File: src/design/hs_switch_regs.vh
// constants for the high-side switch control block
`ifndef HS_SWITCH_REGS_VH
`define HS_SWITCH_REGS_VH
// output configuration codes (3 bits per output)
`define CFG_OFF        3'h0
`define CFG_ON         3'h1
`define CFG_TIMER1     3'h2
`define CFG_TIMER2     3'h3
`define CFG_GEN1       3'h4
`define CFG_GEN2       3'h5
// device operating modes
`define MODE_NORMAL    3'h0
`define MODE_STOP      3'h1
`define MODE_SLEEP     3'h2
`define MODE_RESTART   3'h3
`define MODE_FAILSAFE  3'h4
// clock and timing
`define CLOCK_HZ       250000000
`define GEN_SLOW_HZ    200
`define GEN_FAST_HZ    400
`define OL_FILTER_US   64
`define OC_FILTER_US   16
// cycles per pwm counter step (256 steps per period), rounded down
`define GEN_FAST_STEP  (`CLOCK_HZ / (`GEN_FAST_HZ * 256))
// filter counts in clock cycles
`define OL_FILTER_CYC  (`OL_FILTER_US * (`CLOCK_HZ / 1000000))
`define OC_FILTER_CYC  (`OC_FILTER_US * (`CLOCK_HZ / 1000000))
`endif

File: src/design/pwm_gen.v
// one 8-bit pwm generator with 200/400 Hz selection
`timescale 1ns/1ps
`default_nettype none
module pwm_gen (
   input  wire       clock,       // system clock
   input  wire       rst,         // synchronous reset
   input  wire       fast_tick,   // 400 Hz step enable
   input  wire [7:0] duty,        // duty code
   input  wire       freq_fast,   // 1 selects 400 Hz
   output reg        wave         // pwm waveform
);
   reg [7:0] period_count;        // free-running period counter
   reg       half;                // halves step rate for 200 Hz

   // step counter, every tick fast, every other tick slow
   always @(posedge clock) begin
      if (rst) begin
         period_count <= 8'h00;
         half         <= 1'b0;
         wave         <= 1'b0;
      end else begin
         if (fast_tick) begin
            half <= ~half;
            if (freq_fast || half) begin
               period_count <= period_count + 8'h01;
            end
         end
         wave <= (period_count < duty);
      end
   end
endmodule // pwm_gen
`default_nettype wire

File: src/design/high_side_switch_control.v
// four-channel high-side switch control with pwm and protection
`timescale 1ns/1ps
`include "hs_switch_regs.vh"
`default_nettype none
module high_side_switch_control #(
   parameter OL_FILTER = `OL_FILTER_CYC, // open-load filter cycles
   parameter OC_FILTER = `OC_FILTER_CYC, // overcurrent filter cycles
   parameter GEN_STEP  = `GEN_FAST_STEP  // cycles per 400 Hz step
) (
   input  wire        clock,                    // 250 MHz clock
   input  wire        rst,                      // synchronous reset
   input  wire [2:0]  device_mode,              // operating mode
   input  wire        cfg_write,                // config write strobe
   input  wire [11:0] cfg_data,                 // 4 x 3-bit configs
   input  wire        duty_write,               // duty/freq strobe
   input  wire [7:0]  gen1_duty_in,             // generator 1 duty
   input  wire [7:0]  gen2_duty_in,             // generator 2 duty
   input  wire [1:0]  gen_freq_in,              // 1 = 400 Hz each
   input  wire        ov_shutdown_enable,       // 1 disables ov off
   input  wire        uv_shutdown_enable,       // 1 disables uv off
   input  wire        volt_fault_recovery_en,   // resume after fault
   input  wire        timer1_wave,              // timer 1 output
   input  wire        timer2_wave,              // timer 2 output
   input  wire        supply_ov_pin,            // async comparator
   input  wire        supply_uv_pin,            // async comparator
   input  wire [3:0]  overcurrent_pin,          // async per output
   input  wire [3:0]  undercurrent_pin,         // async per output
   input  wire [3:0]  oc_clear,                 // clear oc flags
   input  wire [3:0]  ol_clear,                 // clear ol flags
   input  wire        supply_flag_clear,        // clear supply flags
   output reg  [3:0]  switched_output,          // switch drives
   output wire [11:0] output_ctrl,              // current configs
   output reg  [7:0]  gen1_duty,                // stored duty 1
   output reg  [7:0]  gen2_duty,                // stored duty 2
   output reg  [1:0]  gen_freq_select,          // stored freq select
   output reg  [3:0]  output_overcurrent_flag,  // sticky oc flags
   output reg  [3:0]  openload_flag,            // sticky ol flags
   output reg         supply_overvoltage_flag,  // sticky ov flag
   output reg         supply_undervoltage_flag  // sticky uv flag
);
   reg  [2:0]  cfg [0:3];       // per-output configuration
   reg  [1:0]  ov_meta;         // sync stage 1: uv, ov
   reg         ov_sync;         // synchronised overvoltage
   reg         uv_sync;         // synchronised undervoltage
   reg  [3:0]  oc_meta;         // overcurrent sync stage 1
   reg  [3:0]  oc_sync;         // overcurrent sync stage 2
   reg  [3:0]  ul_meta;         // undercurrent sync stage 1
   reg  [3:0]  ul_sync;         // undercurrent sync stage 2
   reg  [31:0] step_count;      // divider for pwm step
   reg         fast_tick;       // 400 Hz step enable
   reg  [31:0] oc_count [0:3];  // overcurrent filters
   reg  [31:0] ol_count [0:3];  // open-load filters
   reg         fault_prev;      // supply fault last cycle
   wire        gen1_wave;       // generator 1 waveform
   wire        gen2_wave;       // generator 2 waveform
   wire        ov_off;          // overvoltage shutdown active
   wire        uv_off;          // undervoltage shutdown active
   wire        volt_off;        // any supply shutdown
   wire        volt_clear;      // fault just ended, no recovery
   wire        forced_off;      // restart or fail-safe
   wire        normal;          // normal mode
   reg  [3:0]  sel;             // selected source per output
   reg  [3:0]  oc_trip;         // filter expired per output
   // one loop index per process, so no two processes share one
   integer     i_sel;           // loop index, source select
   integer     i_trip;          // loop index, trip decode
   integer     i_oc;            // loop index, oc filters
   integer     i_cfg;           // loop index, config store
   integer     i_drv;           // loop index, output drive
   integer     i_ol;            // loop index, open-load filters
   integer     i_flag;          // loop index, status flags

   assign output_ctrl = {cfg[3], cfg[2], cfg[1], cfg[0]};
   assign normal      = (device_mode == `MODE_NORMAL);
   assign forced_off  = (device_mode == `MODE_RESTART) ||
                        (device_mode == `MODE_FAILSAFE);
   assign ov_off   = ov_sync && !ov_shutdown_enable;
   assign uv_off   = uv_sync && !uv_shutdown_enable;
   assign volt_off = ov_off || uv_off;
   // fault just ended and no recovery wanted
   assign volt_clear = fault_prev && !volt_off && !volt_fault_recovery_en;

   // two-stage synchronisers for analog comparator inputs
   always @(posedge clock) begin
      if (rst) begin
         ov_meta <= 2'h0;
         ov_sync <= 1'b0;
         uv_sync <= 1'b0;
         oc_meta <= 4'h0;
         oc_sync <= 4'h0;
         ul_meta <= 4'h0;
         ul_sync <= 4'h0;
      end else begin
         ov_meta <= {supply_uv_pin, supply_ov_pin};
         ov_sync <= ov_meta[0];
         uv_sync <= ov_meta[1];
         oc_meta <= overcurrent_pin;
         oc_sync <= oc_meta;
         ul_meta <= undercurrent_pin;
         ul_sync <= ul_meta;
      end
   end

   // 400 Hz step divider, one-cycle enable
   always @(posedge clock) begin
      if (rst || step_count == GEN_STEP - 1) begin
         step_count <= 32'h0000_0000;
      end else begin
         step_count <= step_count + 32'h0000_0001;
      end
   end
   always @(posedge clock) begin
      if (rst) begin
         fast_tick <= 1'b0;
      end else begin
         fast_tick <= (step_count == GEN_STEP - 1);
      end
   end

   // duty and frequency settings, normal mode only
   always @(posedge clock) begin
      if (rst) begin
         gen1_duty       <= 8'h00;
         gen2_duty       <= 8'h00;
         gen_freq_select <= 2'h0;
      end else if (duty_write && normal) begin
         gen1_duty       <= gen1_duty_in;
         gen2_duty       <= gen2_duty_in;
         gen_freq_select <= gen_freq_in;
      end
   end

   pwm_gen u_gen1 (
      .clock     (clock),
      .rst       (rst),
      .fast_tick (fast_tick),
      .duty      (gen1_duty),
      .freq_fast (gen_freq_select[0]),
      .wave      (gen1_wave)
   );
   pwm_gen u_gen2 (
      .clock     (clock),
      .rst       (rst),
      .fast_tick (fast_tick),
      .duty      (gen2_duty),
      .freq_fast (gen_freq_select[1]),
      .wave      (gen2_wave)
   );

   // source selection per output
   always @* begin
      for (i_sel = 0; i_sel < 4; i_sel = i_sel + 1) begin
         case (cfg[i_sel])
            `CFG_ON:     sel[i_sel] = 1'b1;
            `CFG_TIMER1: sel[i_sel] = timer1_wave;
            `CFG_TIMER2: sel[i_sel] = timer2_wave;
            `CFG_GEN1:   sel[i_sel] = gen1_wave;
            `CFG_GEN2:   sel[i_sel] = gen2_wave;
            default:     sel[i_sel] = 1'b0;
         endcase
      end
   end

   // overcurrent filters, counting while output on and over limit
   always @(posedge clock) begin
      for (i_oc = 0; i_oc < 4; i_oc = i_oc + 1) begin
         if (rst || !switched_output[i_oc] || !oc_sync[i_oc]) begin
            oc_count[i_oc] <= 32'h0000_0000;
         end else if (oc_count[i_oc] < OC_FILTER) begin
            oc_count[i_oc] <= oc_count[i_oc] + 32'h0000_0001;
         end
      end
   end
   always @* begin
      for (i_trip = 0; i_trip < 4; i_trip = i_trip + 1) begin
         oc_trip[i_trip] = (oc_count[i_trip] >= OC_FILTER);
      end
   end

   // configuration store with mode, fault and overcurrent effects
   always @(posedge clock) begin
      if (rst) begin
         for (i_cfg = 0; i_cfg < 4; i_cfg = i_cfg + 1) begin
            cfg[i_cfg] <= `CFG_OFF;
         end
         fault_prev <= 1'b0;
      end else begin
         fault_prev <= volt_off;
         // off wins over a write in the same cycle
         for (i_cfg = 0; i_cfg < 4; i_cfg = i_cfg + 1) begin
            if (oc_trip[i_cfg]) begin
               cfg[i_cfg] <= `CFG_OFF;
            end else if (volt_clear) begin
               cfg[i_cfg] <= `CFG_OFF;
            end else if (cfg_write && normal) begin
               cfg[i_cfg] <= cfg_data[3*i_cfg +: 3];
            end
         end
      end
   end

   // output drive; prior config keeps running in low power
   always @(posedge clock) begin
      if (rst) begin
         switched_output <= 4'h0;
      end else begin
         for (i_drv = 0; i_drv < 4; i_drv = i_drv + 1) begin
            // no one-cycle pulse as a fault ends
            switched_output[i_drv] <= sel[i_drv] && !forced_off &&
                                      !volt_off && !volt_clear &&
                                      !oc_trip[i_drv];
         end
      end
   end

   // open-load filters, only while output on
   always @(posedge clock) begin
      for (i_ol = 0; i_ol < 4; i_ol = i_ol + 1) begin
         if (rst || !switched_output[i_ol] || !ul_sync[i_ol]) begin
            ol_count[i_ol] <= 32'h0000_0000;
         end else if (ol_count[i_ol] < OL_FILTER) begin
            ol_count[i_ol] <= ol_count[i_ol] + 32'h0000_0001;
         end
      end
   end

   // sticky status flags, set wins over clear
   always @(posedge clock) begin
      if (rst) begin
         output_overcurrent_flag  <= 4'h0;
         openload_flag            <= 4'h0;
         supply_overvoltage_flag  <= 1'b0;
         supply_undervoltage_flag <= 1'b0;
      end else begin
         for (i_flag = 0; i_flag < 4; i_flag = i_flag + 1) begin
            if (oc_trip[i_flag]) begin
               output_overcurrent_flag[i_flag] <= 1'b1;
            end else if (oc_clear[i_flag]) begin
               output_overcurrent_flag[i_flag] <= 1'b0;
            end
            if (ol_count[i_flag] >= OL_FILTER) begin
               openload_flag[i_flag] <= 1'b1;
            end else if (ol_clear[i_flag]) begin
               openload_flag[i_flag] <= 1'b0;
            end
         end
         // only supply flags for supply faults
         if (ov_sync) begin
            supply_overvoltage_flag <= 1'b1;
         end else if (supply_flag_clear) begin
            supply_overvoltage_flag <= 1'b0;
         end
         if (uv_sync) begin
            supply_undervoltage_flag <= 1'b1;
         end else if (supply_flag_clear) begin
            supply_undervoltage_flag <= 1'b0;
         end
      end
   end
endmodule // high_side_switch_control
`default_nettype wire

File: config.mk
export PLATFORM = sky130hd
export DESIGN_NAME = high_side_switch_control
export DESIGN_NICKNAME = d
export VERILOG_FILES = /design/src/design/pwm_gen.v /design/src/design/high_side_switch_control.v
export VERILOG_INCLUDE_DIRS = /design/src /design/src/design
export SDC_FILE = /design/constraint.sdc
export NUM_CORES = 1
export LEC_CHECK = 0
export BUFFER_PORTS_ARGS = -buffer_cell sky130_fd_sc_hd__buf_4
export CORE_MARGIN = 2
export CORE_UTILIZATION = 25
export DETAILED_ROUTE_END_ITERATION = 7
export GPL_TIMING_DRIVEN = 0
export HOLD_SLACK_MARGIN = 0.12
export SYNTH_ARGS = -nofsm -noshare
export SYNTH_HDL_FRONTEND = slang
export SYNTH_SLANG_ARGS = --single-unit
File: constraint.sdc
create_clock -name clock -period 10 [get_ports clock]
set_input_delay 0 -clock clock [delete_from_list [all_inputs] [get_ports clock]]
set_output_delay 0 -clock clock [all_outputs]
set_load 0.005 [all_outputs]
==> results.json <==
{
  "cp.arrival_ps": 3100,
  "die_w_um": 254,
  "fin_crit_sh": 0.262,
  "pwr-share-clk": 0.446,
  "syn-cell-area_um2": 15600,
  "worstReg2RegStart": "uv_sync$_SDFF_PP0_",
  "end_kind": "flop",
  "fp-row-count": 91,
  "synthesis.yosys.warnings": 0,
  "start_util": 0.253,
  "layout_commonest_cell": "edfxtp_1",
  "cts_setup_buffers": 0,
  "status": "completed",
  "slew_violations": 0,
  "cp_common_cell": "dlygate4sd3_1",
  "final_nets": 1769,
  "p_switching_uw": 658,
  "maxCapViolations": 0,
  "fillers": 6247,
  "area_delta_synth_final_pct": 28.5,
  "reg2reg_depth": 6,
  "dp_hpwl_um": 21500,
  "grt_pass1_wl_um": 51300,
  "remaining_drc_errors": 0,
  "grt_pass1_vias": 10300,
  "min_to": "oc_meta[2]$_SDFF_PP0_",
  "seq_power_share": 0.526,
  "critPathBufInv": 2,
  "intPower_mw": 2.58,
  "die_h_um": 254,
  "cts_sinks": 374,
  "fmaxAchievable_ghz": 0.382,
  "dr.pass1.iters": 4,
  "power.density_nw_per_um2": 162,
  "path_cells": "nor2b_1 -> nor2_1 -> nor4b_2 -> dlygate4sd3_1 -> o2111a_1 -> dlygate4sd3_1",
  "grt_start_max_net_pins": 33,
  "ant_nets": 0,
  "drt_wl_total_um": 31200,
  "ys_types": 48,
  "drtIter0Drc": 565,
  "p_leak_nw": 7.17,
  "clock-root-buffer": "clkbuf_16",
  "clk_path_buf_depth": 3,
  "critPathKind": "reg -> reg",
  "wl_per_cell_um": 12.3,
  "synthArstFlopShare": 0,
  "crit_path_max_incr_delay_ps": 780,
  "swShare": 0.203,
  "cp_slowest_cell": "dlygate4sd3_1",
  "post-route-min-period_ps": 2620,
  "syn_inst": 1303,
  "finClkSkew_ps": 18.3,
  "layout_common_cells": "268 x edfxtp_1, 169 x nor2_1, 152 x conb_1",
  "setup_tns_ps": 0,
  "antenna_found_initial": 0,
  "clk_latency_ps": 550,
  "worstHoldPathCells": 3,
  "io_pins": 105,
  "synth_ff_type": "edfxtp_1",
  "ys_seq_elements": 374,
  "grt_usage": 0.0986,
  "cts_buffers": 41,
  "grt_overflow": 0,
  "via_per_inst": 4.18,
  "portBuffers": 104,
  "synth-edff-count": 268,
  "cp_top_family": "buffers and inverters",
  "die_area_um2": 64400,
  "max_slew_margin": 0.207,
  "cts_max_level": 2,
  "ir_drop_uv": 107,
  "final_hold_viol_count": 0,
  "vias": 10600,
  "path_max_fanout": 4,
  "combPwrFrac": 0.027,
  "crit_required_ps": 10490,
  "setup_viol": 0,
  "power.total_mw": 3.24,
  "layout-drive-gt1-share": 0.117,
  "hp-start": "overcurrent_pin[2]",
  "rsz0062_at_grt": "false",
  "hold_ws_ps": 217,
  "crit-reg2reg-capture": "switched_output[3]$_SDFF_PP0_",
  "core_region_area_um2": 61700,
  "routabilityCongestion": 0.771,
  "syn_avg_cell_area_um2": 12.0,
  "clkSlewWorstSetupHoldPaths_ps": 60,
  "worstMarginPinSlew_ps": 1180,
  "yosysSeqAreaShare": 0.652,
  "cts_tree": "done",
  "antenna_cells": 0,
  "hold_path_class": "in -> reg",
  "ff2ff_setup_slack_ps": 7380,
  "critPathLaunchType": "flop"
}
worst max-delay path by stage:
stage,endpoint,startpoint,cells past startpoint,slack (ps)
after global placement,oc_count[3][13]$_SDFFCE_PN0P_,oc_count[3][15]$_SDFFCE_PN0P_,3,5600
final,switched_output[3]$_SDFF_PP0_,uv_sync$_SDFF_PP0_,6,7380
after CTS,ol_count[0][20]$_SDFFCE_PN0P_,ol_count[0][30]$_SDFFCE_PN0P_,4,6930
after global routing,oc_count[0][18]$_SDFFCE_PN0P_,oc_count[0][17]$_SDFFCE_PN0P_,4,7170
after floorplan,oc_count[3][0]$_SDFFCE_PN0P_,oc_count[3][17]$_SDFFCE_PN0P_,3,6450
after detailed placement,ol_count[0][17]$_SDFFCE_PN0P_,ol_count[0][15]$_SDFFCE_PN0P_,3,6970
registers in the layout, summed over array words and instances (netlist names), 4 cells and up:
register	count
oc_count	128
ol_count	128
switched_output	4
step_count	32
oc_meta	4
u_gen1.period_count	8
u_gen2.period_count	8
cfg	12
output_overcurrent_flag	4
gen2_duty	8
openload_flag	4
oc_sync	4
ul_meta	4
ul_sync	4
gen1_duty	8
metrics by stage:
step,cells,worst slack (ps),instance area [um2],utilization
2_1_floorplan,1454,6450,16200,-
3_3_place_gp,2395,5600,18000,0.292
3_5_place_dp,2396,6970,18000,0.292
4_1_cts,2543,6930,20000,0.325
5_1_grt,2543,7170,20000,0.325
6_report,2543,7380,20000,0.325
metal layers:
layer,vias to the layer above,share of wire,track usage,wire length [um]
met3,54,0.040,0.0194,1250
li1,5316,-,-,-
met5,-,0,0,0
met4,0,0.028,0.0376,868
met1,5091,0.46,0.124,14300
met2,176,0.47,0.167,14700
kinds of logic (layout without fill, tap and decap cells):
kind of cell | after synthesis | in the layout | share of synthesized area
buffers and inverters | 88 | 340 | 0.0252
adders and majority gates | 34 | 34 | 0.0273
other | 1 | 152 | 0.000240
xor gates and xnor gates | 111 | 111 | 0.0623
muxes | 2 | 2 | 0.00128
and+or+nand+nor | 581 | 581 | 0.189
AOI/OAI and AO/OA | 112 | 112 | 0.0427
DFF | 374 | 374 | 0.652
worst min-delay path: stages:
cell           delay, ps
dlygate4sd3_1        520
buf_4                 90
nor2b_1              110
final cells by class:
| cell class | count | area, um2 | area share |
|---|---|---|---|
| Clock buffer | 52 | 1080 | 0.0537 |
| Tap cell | 837 | 1050 | 0.0523 |
| Buffer | 29 | 171 | 0.00855 |
| Timing Repair Buffer | 177 | 1520 | 0.0757 |
| Inverter | 59 | 221 | 0.0110 |
| Clock inverter | 23 | 204 | 0.0102 |
| Sequential cell | 374 | 10200 | 0.507 |
| Multi-Input combinational cell | 992 | 5640 | 0.281 |
cells in the mapped netlist (all sizes together), types with 16 or more instances:
cell type / instances / area share
edfxtp: 268 / 0.52
xnor2: 76 / 0.043
ha: 34 / 0.027
nand2: 95 / 0.023
inv: 59 / 0.014
clkbuf: 16 / 0.0058
nor2: 170 / 0.041
nor2b: 23 / 0.0092
nor3: 46 / 0.015
xor2: 35 / 0.020
nand2b: 16 / 0.0064
or4: 20 / 0.012
nand4: 43 / 0.018
dfxtp: 106 / 0.14
and3: 16 / 0.0064
nand3: 57 / 0.018
nor4: 52 / 0.021
a21oi: 52 / 0.017
o21ai: 27 / 0.0087
power groups by stage:
stage | combinational [mW] | sequential (mW) | clock [mW]
after global placement | 0.0678 | 1.74 | 0
final | 0.0885 | 1.71 | 1.45
after floorplan | 0.0296 | 1.73 | 0
after CTS | 0.0875 | 1.71 | 1.50
after global routing | 0.0991 | 1.71 | 1.56
after detailed placement | 0.0683 | 1.74 | 0
timing repair:
item	4_1_cts	5_1_grt
endpoints found under the setup margin	0	0
resized for setup	0	0
endpoints found under the hold margin	57	0
hold buffers	72	0
(Power assumes the default switching activity.)
